## src/pps_pkg.sv

```systemverilog
// constants and types for the port power source select bank
package pps_pkg;
  localparam int ADDR_W = 16;
  localparam int DATA_W = 8;
  localparam int NUM_PORTS = 3;
  // register byte addresses, ports 3, 4 and 5
  localparam logic [ADDR_W-1:0] PORT3_SEL_ADDR = 16'h3c08;
  localparam logic [ADDR_W-1:0] PORT4_SEL_ADDR = 16'h3c0c;
  localparam logic [ADDR_W-1:0] PORT5_SEL_ADDR = 16'h3c10;
  // field positions
  localparam int SHARED_PIN_BIT = 7;
  localparam int RSVD_BIT = 6;
  localparam int DISABLE_BIT = 5;
  localparam int FIXED_DEV_BIT = 4;
  localparam int SRC_MSB = 3;
  localparam int SRC_LSB = 0;
  // reset value of each select register
  localparam logic [DATA_W-1:0] SEL_RESET = 8'h00;
  // mask of the writable bits
  localparam logic [DATA_W-1:0] SEL_WR_MASK = 8'hbf;
  // answer for an unmapped read
  localparam logic [DATA_W-1:0] UNMAPPED_DATA = 8'h00;
  // power source codes
  typedef enum logic [3:0] {
    PPS_SRC_OFF = 4'h0,
    PPS_SRC_HUB2 = 4'h1,
    PPS_SRC_HUB3 = 4'h2,
    PPS_SRC_EITHER = 4'h3,
    PPS_SRC_GPIO = 4'h4
  } pps_src_t;
endpackage

```

## src/pps_port_power_select.sv

```systemverilog
// register bank selecting the power source of downstream ports 3, 4, 5
//
// Local design decision: strobed register access.
`timescale 1ns/1ps
// Function
// one select register per port, 0x3c08-0x3c10
// bit 7 set: power and sense share pin
// bit 5 set: port permanently disabled
// bit 4 set: permanently attached device
// source 0000b keeps port power off
// source 0001b follows hub2 power state
// source 0010b follows hub3 power state
// source 0011b follows either power state
// source 0100b follows designated gpio pin
// software writes only defined source codes
// configurer loads bits before hub enumerates
// settings not changed while hub operates
// bit 6 reads zero, ignores writes
module pps_port_power_select (
  input wire logic SYS_CLK_I,
  input wire logic RST_N_I,
  input wire logic [pps_pkg::ADDR_W-1:0] ADDR_I,
  input wire logic [pps_pkg::DATA_W-1:0] WDATA_I,
  input wire logic WR_I,
  input wire logic RD_I,
  output logic [pps_pkg::DATA_W-1:0] RDATA_O,
  input wire logic [pps_pkg::NUM_PORTS-1:0] HUB2_PWR_I,
  input wire logic [pps_pkg::NUM_PORTS-1:0] HUB3_PWR_I,
  input wire logic [pps_pkg::NUM_PORTS-1:0] GPIO_PWR_I,
  output logic [pps_pkg::NUM_PORTS-1:0] PORT_PWR_O,
  output logic [pps_pkg::NUM_PORTS-1:0] SHARED_PIN_O,
  output logic [pps_pkg::NUM_PORTS-1:0] PORT_DISABLED_O,
  output logic [pps_pkg::NUM_PORTS-1:0] FIXED_ATTACHED_DEVICE_O
);
  import pps_pkg::*;

  logic [DATA_W-1:0] sel_ff [NUM_PORTS];
  logic [DATA_W-1:0] nxt_rdata;
  logic [NUM_PORTS-1:0] hit;
  logic [NUM_PORTS-1:0] nxt_pwr;
  // power state inputs come from other domains: two-stage synchronisers
  logic [NUM_PORTS-1:0] hub2_meta_ff, hub2_ff;
  logic [NUM_PORTS-1:0] hub3_meta_ff, hub3_ff;
  logic [NUM_PORTS-1:0] gpio_meta_ff, gpio_ff;

  // address decode
  assign hit[0] = (ADDR_I == PORT3_SEL_ADDR);
  assign hit[1] = (ADDR_I == PORT4_SEL_ADDR);
  assign hit[2] = (ADDR_I == PORT5_SEL_ADDR);

  // synchronise the pin and hub inputs
  always_ff @(posedge SYS_CLK_I or negedge RST_N_I) begin
    if (!RST_N_I) begin
      hub2_meta_ff <= '0;
      hub2_ff <= '0;
      hub3_meta_ff <= '0;
      hub3_ff <= '0;
      gpio_meta_ff <= '0;
      gpio_ff <= '0;
    end else begin
      hub2_meta_ff <= HUB2_PWR_I;
      hub2_ff <= hub2_meta_ff;
      hub3_meta_ff <= HUB3_PWR_I;
      hub3_ff <= hub3_meta_ff;
      gpio_meta_ff <= GPIO_PWR_I;
      gpio_ff <= gpio_meta_ff;
    end
  end

  // R13 register writes, reserved bit masked off
  always_ff @(posedge SYS_CLK_I or negedge RST_N_I) begin
    if (!RST_N_I) begin
      for (int i = 0; i < NUM_PORTS; i++) begin
        sel_ff[i] <= SEL_RESET;
      end
    end else begin
      for (int i = 0; i < NUM_PORTS; i++) begin
        if (WR_I && hit[i]) begin
          sel_ff[i] <= WDATA_I & SEL_WR_MASK;
        end
      end
    end
  end

  // read mux, unmapped reads return zero
  always_comb begin
    nxt_rdata = UNMAPPED_DATA;
    for (int i = 0; i < NUM_PORTS; i++) begin
      if (hit[i]) begin
        nxt_rdata = sel_ff[i];
      end
    end
  end

  // read data valid one cycle after the strobe only
  always_ff @(posedge SYS_CLK_I or negedge RST_N_I) begin
    if (!RST_N_I) begin
      RDATA_O <= '0;
    end else if (RD_I) begin
      RDATA_O <= nxt_rdata;
    end else begin
      RDATA_O <= '0;
    end
  end

  // power source selection per port
  always_comb begin
    nxt_pwr = '0;
    for (int i = 0; i < NUM_PORTS; i++) begin
      case (pps_src_t'(sel_ff[i][SRC_MSB:SRC_LSB]))
        // source off
        PPS_SRC_OFF: nxt_pwr[i] = 1'b0;
        // follow hub2
        PPS_SRC_HUB2: nxt_pwr[i] = hub2_ff[i];
        // follow hub3
        PPS_SRC_HUB3: nxt_pwr[i] = hub3_ff[i];
        // either state
        PPS_SRC_EITHER: nxt_pwr[i] = hub2_ff[i] | hub3_ff[i];
        // follow gpio
        PPS_SRC_GPIO: nxt_pwr[i] = gpio_ff[i];
        // reserved codes keep power off
        default: nxt_pwr[i] = 1'b0;
      endcase
    end
  end

  // registered port outputs
  always_ff @(posedge SYS_CLK_I or negedge RST_N_I) begin
    if (!RST_N_I) begin
      PORT_PWR_O <= '0;
      SHARED_PIN_O <= '0;
      PORT_DISABLED_O <= '0;
      FIXED_ATTACHED_DEVICE_O <= '0;
    end else begin
      PORT_PWR_O <= nxt_pwr;
      for (int i = 0; i < NUM_PORTS; i++) begin
        // shared pin flag
        SHARED_PIN_O[i] <= sel_ff[i][SHARED_PIN_BIT];
        // disable flag
        PORT_DISABLED_O[i] <= sel_ff[i][DISABLE_BIT];
        // fixed device flag
        FIXED_ATTACHED_DEVICE_O[i] <= sel_ff[i][FIXED_DEV_BIT];
      end
    end
  end

  // assertions, rules R1 to R9 and R13 checked on every port
  // reserved bit reads zero
  AST_RSVD_ZERO: assert property (@(posedge SYS_CLK_I) disable iff (!RST_N_I)
    RD_I |=> RDATA_O[RSVD_BIT] == 1'b0) else $error("reserved bit read nonzero");

  // port3 write then read back
  AST_WR_P3: assert property (@(posedge SYS_CLK_I) disable iff (!RST_N_I)
    (WR_I && ADDR_I == PORT3_SEL_ADDR) ##1 (RD_I && ADDR_I == PORT3_SEL_ADDR && !WR_I)
    |=> RDATA_O == ($past(WDATA_I, 2) & SEL_WR_MASK)) else $error("port3 readback wrong");

  // port4 write then read back
  AST_WR_P4: assert property (@(posedge SYS_CLK_I) disable iff (!RST_N_I)
    (WR_I && ADDR_I == PORT4_SEL_ADDR) ##1 (RD_I && ADDR_I == PORT4_SEL_ADDR && !WR_I)
    |=> RDATA_O == ($past(WDATA_I, 2) & SEL_WR_MASK)) else $error("port4 readback wrong");

  // port5 write then read back
  AST_WR_P5: assert property (@(posedge SYS_CLK_I) disable iff (!RST_N_I)
    (WR_I && ADDR_I == PORT5_SEL_ADDR) ##1 (RD_I && ADDR_I == PORT5_SEL_ADDR && !WR_I)
    |=> RDATA_O == ($past(WDATA_I, 2) & SEL_WR_MASK)) else $error("port5 readback wrong");

  // port3 read returns register
  AST_RD_P3: assert property (@(posedge SYS_CLK_I) disable iff (!RST_N_I)
    (RD_I && hit[0]) |=> RDATA_O == $past(sel_ff[0])) else $error("port3 read wrong");

  // port4 read returns register
  AST_RD_P4: assert property (@(posedge SYS_CLK_I) disable iff (!RST_N_I)
    (RD_I && hit[1]) |=> RDATA_O == $past(sel_ff[1])) else $error("port4 read wrong");

  // port5 read returns register
  AST_RD_P5: assert property (@(posedge SYS_CLK_I) disable iff (!RST_N_I)
    (RD_I && hit[2]) |=> RDATA_O == $past(sel_ff[2])) else $error("port5 read wrong");

  // unmapped read answers zero
  AST_UNMAPPED: assert property (@(posedge SYS_CLK_I) disable iff (!RST_N_I)
    (RD_I && !(|hit)) |=> RDATA_O == UNMAPPED_DATA) else $error("unmapped read nonzero");

  // read data only after strobe
  AST_RD_IDLE: assert property (@(posedge SYS_CLK_I) disable iff (!RST_N_I)
    !RD_I |=> RDATA_O == '0) else $error("read data stands too long");

  // port3 held without write
  AST_HOLD_P3: assert property (@(posedge SYS_CLK_I) disable iff (!RST_N_I)
    !(WR_I && hit[0]) |=> $stable(sel_ff[0])) else $error("port3 changed unwritten");

  // port4 held without write
  AST_HOLD_P4: assert property (@(posedge SYS_CLK_I) disable iff (!RST_N_I)
    !(WR_I && hit[1]) |=> $stable(sel_ff[1])) else $error("port4 changed unwritten");

  // port5 held without write
  AST_HOLD_P5: assert property (@(posedge SYS_CLK_I) disable iff (!RST_N_I)
    !(WR_I && hit[2]) |=> $stable(sel_ff[2])) else $error("port5 changed unwritten");

  // reserved bit never stored
  AST_RSVD_STORE: assert property (@(posedge SYS_CLK_I) disable iff (!RST_N_I)
    !(sel_ff[0][RSVD_BIT] | sel_ff[1][RSVD_BIT] | sel_ff[2][RSVD_BIT]))
    else $error("reserved bit stored");

  // port3 power off
  AST_OFF: assert property (@(posedge SYS_CLK_I) disable iff (!RST_N_I)
    (sel_ff[0][SRC_MSB:SRC_LSB] == PPS_SRC_OFF) |=> !PORT_PWR_O[0]) else $error("power on");

  // port4 power off
  AST_OFF_P4: assert property (@(posedge SYS_CLK_I) disable iff (!RST_N_I)
    (sel_ff[1][SRC_MSB:SRC_LSB] == PPS_SRC_OFF) |=> !PORT_PWR_O[1]) else $error("port4 on");

  // port5 power off
  AST_OFF_P5: assert property (@(posedge SYS_CLK_I) disable iff (!RST_N_I)
    (sel_ff[2][SRC_MSB:SRC_LSB] == PPS_SRC_OFF) |=> !PORT_PWR_O[2]) else $error("port5 on");

  // port4 follows hub2
  AST_HUB2: assert property (@(posedge SYS_CLK_I) disable iff (!RST_N_I)
    (sel_ff[1][SRC_MSB:SRC_LSB] == PPS_SRC_HUB2) |=> PORT_PWR_O[1] == $past(hub2_ff[1]))
    else $error("hub2 follow wrong");

  // port3 follows hub2
  AST_HUB2_P3: assert property (@(posedge SYS_CLK_I) disable iff (!RST_N_I)
    (sel_ff[0][SRC_MSB:SRC_LSB] == PPS_SRC_HUB2) |=> PORT_PWR_O[0] == $past(hub2_ff[0]))
    else $error("port3 hub2 follow wrong");

  // port5 follows hub2
  AST_HUB2_P5: assert property (@(posedge SYS_CLK_I) disable iff (!RST_N_I)
    (sel_ff[2][SRC_MSB:SRC_LSB] == PPS_SRC_HUB2) |=> PORT_PWR_O[2] == $past(hub2_ff[2]))
    else $error("port5 hub2 follow wrong");

  // port5 follows hub3
  AST_HUB3: assert property (@(posedge SYS_CLK_I) disable iff (!RST_N_I)
    (sel_ff[2][SRC_MSB:SRC_LSB] == PPS_SRC_HUB3) |=> PORT_PWR_O[2] == $past(hub3_ff[2]))
    else $error("hub3 follow wrong");

  // port3 follows hub3
  AST_HUB3_P3: assert property (@(posedge SYS_CLK_I) disable iff (!RST_N_I)
    (sel_ff[0][SRC_MSB:SRC_LSB] == PPS_SRC_HUB3) |=> PORT_PWR_O[0] == $past(hub3_ff[0]))
    else $error("port3 hub3 follow wrong");

  // port4 follows hub3
  AST_HUB3_P4: assert property (@(posedge SYS_CLK_I) disable iff (!RST_N_I)
    (sel_ff[1][SRC_MSB:SRC_LSB] == PPS_SRC_HUB3) |=> PORT_PWR_O[1] == $past(hub3_ff[1]))
    else $error("port4 hub3 follow wrong");

  // port3 either state
  AST_EITHER: assert property (@(posedge SYS_CLK_I) disable iff (!RST_N_I)
    (sel_ff[0][SRC_MSB:SRC_LSB] == PPS_SRC_EITHER)
    |=> PORT_PWR_O[0] == ($past(hub2_ff[0]) | $past(hub3_ff[0]))) else $error("or wrong");

  // port4 either state
  AST_EITHER_P4: assert property (@(posedge SYS_CLK_I) disable iff (!RST_N_I)
    (sel_ff[1][SRC_MSB:SRC_LSB] == PPS_SRC_EITHER)
    |=> PORT_PWR_O[1] == ($past(hub2_ff[1]) | $past(hub3_ff[1]))) else $error("port4 or");

  // port5 either state
  AST_EITHER_P5: assert property (@(posedge SYS_CLK_I) disable iff (!RST_N_I)
    (sel_ff[2][SRC_MSB:SRC_LSB] == PPS_SRC_EITHER)
    |=> PORT_PWR_O[2] == ($past(hub2_ff[2]) | $past(hub3_ff[2]))) else $error("port5 or");

  // port4 follows gpio
  AST_GPIO: assert property (@(posedge SYS_CLK_I) disable iff (!RST_N_I)
    (sel_ff[1][SRC_MSB:SRC_LSB] == PPS_SRC_GPIO) |=> PORT_PWR_O[1] == $past(gpio_ff[1]))
    else $error("gpio follow wrong");

  // port3 follows gpio
  AST_GPIO_P3: assert property (@(posedge SYS_CLK_I) disable iff (!RST_N_I)
    (sel_ff[0][SRC_MSB:SRC_LSB] == PPS_SRC_GPIO) |=> PORT_PWR_O[0] == $past(gpio_ff[0]))
    else $error("port3 gpio follow wrong");

  // port5 follows gpio
  AST_GPIO_P5: assert property (@(posedge SYS_CLK_I) disable iff (!RST_N_I)
    (sel_ff[2][SRC_MSB:SRC_LSB] == PPS_SRC_GPIO) |=> PORT_PWR_O[2] == $past(gpio_ff[2]))
    else $error("port5 gpio follow wrong");

  // port5 shared flag
  AST_FLAGS: assert property (@(posedge SYS_CLK_I) disable iff (!RST_N_I)
    ##1 SHARED_PIN_O[2] == $past(sel_ff[2][SHARED_PIN_BIT])) else $error("shared flag");

  // port3 shared flag
  AST_SHARED_P3: assert property (@(posedge SYS_CLK_I) disable iff (!RST_N_I)
    ##1 SHARED_PIN_O[0] == $past(sel_ff[0][SHARED_PIN_BIT])) else $error("port3 shared");

  // port4 shared flag
  AST_SHARED_P4: assert property (@(posedge SYS_CLK_I) disable iff (!RST_N_I)
    ##1 SHARED_PIN_O[1] == $past(sel_ff[1][SHARED_PIN_BIT])) else $error("port4 shared");

  // port3 disable flag
  AST_DIS: assert property (@(posedge SYS_CLK_I) disable iff (!RST_N_I)
    ##1 PORT_DISABLED_O[0] == $past(sel_ff[0][DISABLE_BIT])) else $error("disable flag");

  // port4 disable flag
  AST_DIS_P4: assert property (@(posedge SYS_CLK_I) disable iff (!RST_N_I)
    ##1 PORT_DISABLED_O[1] == $past(sel_ff[1][DISABLE_BIT])) else $error("port4 disable");

  // port5 disable flag
  AST_DIS_P5: assert property (@(posedge SYS_CLK_I) disable iff (!RST_N_I)
    ##1 PORT_DISABLED_O[2] == $past(sel_ff[2][DISABLE_BIT])) else $error("port5 disable");

  // port4 fixed device
  AST_FIX: assert property (@(posedge SYS_CLK_I) disable iff (!RST_N_I)
    ##1 FIXED_ATTACHED_DEVICE_O[1] == $past(sel_ff[1][FIXED_DEV_BIT]))
    else $error("fixed device flag");

  // port3 fixed device
  AST_FIX_P3: assert property (@(posedge SYS_CLK_I) disable iff (!RST_N_I)
    ##1 FIXED_ATTACHED_DEVICE_O[0] == $past(sel_ff[0][FIXED_DEV_BIT]))
    else $error("port3 fixed device flag");

  // port5 fixed device
  AST_FIX_P5: assert property (@(posedge SYS_CLK_I) disable iff (!RST_N_I)
    ##1 FIXED_ATTACHED_DEVICE_O[2] == $past(sel_ff[2][FIXED_DEV_BIT]))
    else $error("port5 fixed device flag");

endmodule

```

## config.mk

```make
export PLATFORM = sky130hd
export DESIGN_NAME = pps_port_power_select
export DESIGN_NICKNAME = d
export VERILOG_FILES = /design/src/pps_pkg.sv /design/src/pps_port_power_select.sv
export SDC_FILE = /design/constraint.sdc
export NUM_CORES = 1
export LEC_CHECK = 0
export BUFFER_PORTS_ARGS = -buffer_cell sky130_fd_sc_hd__buf_2
export CAP_MARGIN = 20
export CORE_MARGIN = 3
export CORE_UTILIZATION = 55
export CTS_CLUSTER_SIZE = 24
export DETAILED_ROUTE_END_ITERATION = 6
export PLACE_DENSITY_LB_ADDON = 0.15
export SLEW_MARGIN = 20
export SYNTH_ARGS = -nofsm -noshare
export SYNTH_HDL_FRONTEND = slang
export SYNTH_SLANG_ARGS = --single-unit
```

## constraint.sdc

```tcl
create_clock -name SYS_CLK_I -period 2.9 [get_ports SYS_CLK_I]
set_input_delay 0.58 -clock SYS_CLK_I [delete_from_list [all_inputs] [get_ports SYS_CLK_I]]
set_output_delay 0.58 -clock SYS_CLK_I [all_outputs]
set_load 0.005 [all_outputs]
```

After elaboration in Yosys (flattened, before gate mapping) --
Cells that the tools add are included.
Storage, ports and cells: register bits 59, input bits 37, output and inout port bits 20, word-level logic and storage cells 42
Operators by class: equal/unequal tests 15, multiplexer cells 7, bitwise logic cells 3, reduce and logical (&&, ||, !) cells 3
Operators by type and width (number):
- $eq A16 B14 Y1 const B | 3
- $mux W8 | 4
- $eq A4 B2 Y1 const B | 6
- $eq A4 B1 Y1 const B | 3
- $eq A4 B3 Y1 const B | 3
- $pmux W1 S4 | 3
- $logic_and A1 B1 Y1 | 3
- $or A1 B1 Y1 | 3

Longest topological paths before layout --
word-level depth 5, gate-level depth with buffers 5, depth with buffers taken out 4

Worst setup path after synthesis --
OpenSTA, ideal clock, no wires.
kind input-to-reg, start input port ADDR_I[15] in the netlist's numbering, end register sel_ff[0] in the netlist's numbering, setup time 125 ps, arrival time 2097 ps, required time 2775 ps, setup slack 679 ps, cell stages on the path 4, path buffers 0, cells stage by stage or4_1 > nor4_4 > nand3_2 > mux2_2
On the way: word-level cells in the longest chain between the ends 2
RTL lines:
- from (decl) | line pps_port_power_select.sv:22 | input wire logic [pps_pkg::ADDR_W-1:0] ADDR_I,
- $eq A16 B14 Y1 | line pps_port_power_select.sv:49 | assign hit[2] = (ADDR_I == PORT5_SEL_ADDR);
- $logic_and A1 B1 Y1 | line pps_port_power_select.sv:78 | if (WR_I && hit[i]) begin
- to (signal, indexed assignment) | line pps_port_power_select.sv:79 | sel_ff[i] <= WDATA_I & SEL_WR_MASK;
- to (decl) | line pps_port_power_select.sv:37 | logic [DATA_W-1:0] sel_ff [NUM_PORTS];
Every way passes these cells. A chain may end at the register's enable or synchronous reset.

Final worst setup path --
start input port ADDR_I[15] in the netlist's numbering, end register sel_ff[3] in the netlist's numbering
The elaborated chain is that of the path after synthesis.

==> run summary <==
* complete, no violations — result of the run
* 2 — clock buffer depth
* 1.58 mW — total power after layout
* 18.9% — global-route total usage across every layer
* 0 — number of setup buffers added after CTS
* dfrtp_1 69%, mux2_2 11%, o221a_2 3.8% — largest cells by area after synthesis
* 5.27 — via/cell ratio
* 0.00349 sq mm — placeable core area
* 2200 ps — final period demand of the worst path
* 0 — final setup violating endpoints
* 0 ps — total negative slack for setup checks
* RDATA_O[1] — Crit Reg-Reg Endpoint
* 8.88% — Synth Area in Simple Gates
* 54.3% — Max-Slew Margin vs Limit
* 0 — Yosys Warn Count
* hub3_meta_ff[0] — worst hold start
* 685 ps — Worst Max-Slew Pin Slew
* 0 — hold buffer count at cts
* 570 ps — Critical Path Max Stage Delay
* 1311 — via count of the first global-routing pass
* 6.02% — area fraction in compound gates after synthesis
* 470 uV — worst voltage drop across the vdd grid
* 24 — number of distinct library cells after synthesis
* 1286 — via total after detailed routing
* 169 — net count of the mapped netlist
* 23.9% — area growth from synthesis to final layout
* 0 — initial antenna violation count
* flop to flop — worst hold-check path type
* 320 ps — Clock Latency Late Sink
* 0 — maxcap violations
* 52.4% — part of the power in registers
* 1.26 mW — internal power
* 221 — filler instances
* 4 — DRT Pass-1 Iters
* no — unrepaired setup endpoints after global routing
* buf_2 > or4_1 > nor4_4 > nand3_2 > mux2_2 — critical path cell sequence
* 0% — adder-cell share of the synthesized area
* 3 — R2R depth
* 0% — fraction of synthesized cell area in xor and xnor cells
* input port — CP startpoint kind
* 14.6% — mux contribution to synthesized area
* 0.00210 sq mm — summed instance area of the synthesized netlist
* 231 — NumNets Final
* 15.6 um — detail-routed net length per standard cell
* 58 — Yosys reg bits
* 5.01 ps — Final Skew
* 3.81 mm — total routed wirelength
* 0.776 — placer's final routability congestion estimate
* 15.9 sq um — mean area per synthesized cell
* 0.455 GHz — highest attainable clock frequency
* 1.38 nW — leakage dissipation
* 67.8 um — Horiz. Die Dim
* 3100 ps — Req. time, crit path
* 3.6% — Comb pwr share
* 0 — diode count
* 0 — DRC violation count after routing
* 74.4% — Util after Layout
* 132 — Mapped Cells
* 59 — maximum number of pins on one net before global-route repair
* 67.8 um — floorplan die height
* 57 — number of ports placed on the die boundary
* 60 ps — clock transition at the registers of the reported paths
* 0 — cells resized by post-CTS repair
* 607 mW/mm^2 — power density normalized to cell area
* 90 — Initial DRC Count
* 21 — Site Rows
* input port to flop — type of the setup path with the least slack
* dfrtp_1 — most area-hungry cell type in the Yosys netlist
* 0 — number of pins exceeding their max-slew limit in the final report
* 0 — Hold Vio Cnt, Final
* 20.2% — Switching Fraction
* 0 — remaining global-route overflow
* ADDR_I[15] — beginning of the critical path
* 60.0% — initial core utilization
* 5.93 mm — global-route wire length before repair
* 2.61 mm — half-perimeter wire length after detailed placement
* 54 — IO buf count
* flop — CP Capture Type
* 75.8% — Final period util
* 58 — number of sinks handled by clock tree synthesis
* 44.0% — fraction of power consumed by the clock network
* 0 — antenna-violating nets left
* 0.319 mW — net switching power figure
* sel_ff[9] — launch instance of the worst register-to-register path
* clkbuf_8 — master cell of the clock root buffer
* 1870 ps — register-to-register setup slack
* 7 — largest driver fanout on the critical path
* 69.2% — portion of synthesized cell area occupied by the leading cell type
* or4_1 — Critical Path Slowest Stage Cell
* 2400 ps — arrival time at the worst endpoint
* 9 — CTS Buf Count
* 52.5% — ratio of cells with drive above 1 in the final layout
* 0.00459 sq mm — area enclosed by the die boundary
* sel_ff[3] — capturing instance or port of the critical path
* yes — clock tree from TritonCTS
* multiplexers — largest family of logic cells by synthesized area
* 3 — depth of the CTS H-tree
* 69.2% — register area share after synthesis
[cells in the final DEF, fill, tap and decap left out, drive strengths merged]
| master | netlist | final |
|---|---|---|
| a21oi | 1 | 1 |
| a22oi | 3 | 3 |
| and2 | 1 | 1 |
| buf | 2 | 55 |
| bufinv | 0 | 1 |
| clkbuf | 2 | 12 |
| clkinv | 0 | 2 |
| conb | 1 | 1 |
| dfrtp | 58 | 58 |
| inv | 1 | 1 |
| mux2 | 21 | 21 |
| mux2i | 7 | 7 |
| nand2 | 4 | 4 |
| nand2b | 1 | 1 |
| nand3 | 2 | 2 |
| nand4 | 1 | 1 |
| nor2 | 12 | 12 |
| nor3b | 2 | 2 |
| nor4 | 1 | 1 |
| o221a | 7 | 7 |
| o32a | 2 | 2 |
| or3b | 1 | 1 |
| or4 | 1 | 1 |
| or4b | 1 | 1 |
[kinds of logic after synthesis]
logic type             Yosys count
muxes                           28
and+or+nand+nor                 27
DFF                             58
AOI/OAI and AO/OA               13
buffers and inverters            5
other                            1
[area by class of cell]
class / count / area (sq um) / share of cell area [%]
Tap cell: 46 / 57.6 / 2.21
Clock inverter: 3 / 40.0 / 1.54
Timing Repair Buffer: 55 / 278 / 10.7
Inverter: 1 / 3.75 / 0.144
Sequential cell: 58 / 1450 / 55.8
Clock buffer: 12 / 145 / 5.58
Multi-Input combinational cell: 69 / 623 / 24.0
[worst max-delay path, delay by kind of cell]
| family | cells | cell delay, ps |
|---|---|---|
| buffers and inverters | 1 | 90 |
| muxes | 1 | 360 |
| and+or+nand+nor | 3 | 1360 |
[cell usage after synthesis, drive strengths merged]
| cell | count |
|---|---|
| nand4 | 1 |
| nand3 | 2 |
| nand2b | 1 |
| or3b | 1 |
| inv | 1 |
| mux2 | 21 |
| dfrtp | 58 |
| o221a | 7 |
| nor4 | 1 |
| or4 | 1 |
| conb | 1 |
| mux2i | 7 |
| nor3b | 2 |
| nand2 | 4 |
| or4b | 1 |
| a22oi | 3 |
| nor2 | 12 |
| o32a | 2 |
| and2 | 1 |
| buf | 2 |
| clkbuf | 2 |
| a21oi | 1 |
[power groups by stage]
stage	Sequential [mW]	Clock (mW)	Combinational [mW]
detailed placement	0.840	0	0.0584
floorplan	0.839	0	0.0151
global placement	0.840	0	0.0559
CTS	0.826	0.709	0.0589
global route	0.826	0.758	0.0638
finish	0.826	0.694	0.0571
[worst min path at each step]
stage          cells past startpoint                    endpoint
3_3_place_gp                       0                  gpio_ff[1]
2_1_floorplan                      0  FIXED_ATTACHED_DEVICE_O[0]
3_5_place_dp                       0                  hub2_ff[0]
5_1_grt                            1             gpio_meta_ff[0]
4_1_cts                            1             gpio_meta_ff[0]
6_report                           0                  hub3_ff[0]
[registers in the layout, indices dropped and copies added (netlist names)]
name                     count
sel_ff                      21
RDATA_O                      7
FIXED_ATTACHED_DEVICE_O      3
PORT_DISABLED_O              3
PORT_PWR_O                   3
SHARED_PIN_O                 3
gpio_ff                      3
gpio_meta_ff                 3
hub2_ff                      3
hub2_meta_ff                 3
hub3_ff                      3
hub3_meta_ff                 3
[through the flow]
step	hold slack [ps]	area, sq um	setup WS (ps)	instances
global placement	333	2410	435	229
detailed placement	335	2410	374	229
CTS	347	2600	706	244
global route	334	2600	631	244
finish	347	2600	701	244
floorplan	284	2100	679	132
[per-layer routing]
layer | GRT usage [%] | part of all wire, % | up-vias
li1 | - | - | 595
met1 | 21.5 | 40 | 633
met2 | 30.7 | 50 | 52
met3 | 7.15 | 8.0 | 6
met4 | 9.87 | 1.4 | 0
met5 | 0 | 0 | -
Note: power is estimated with default switching activity, not from simulation.
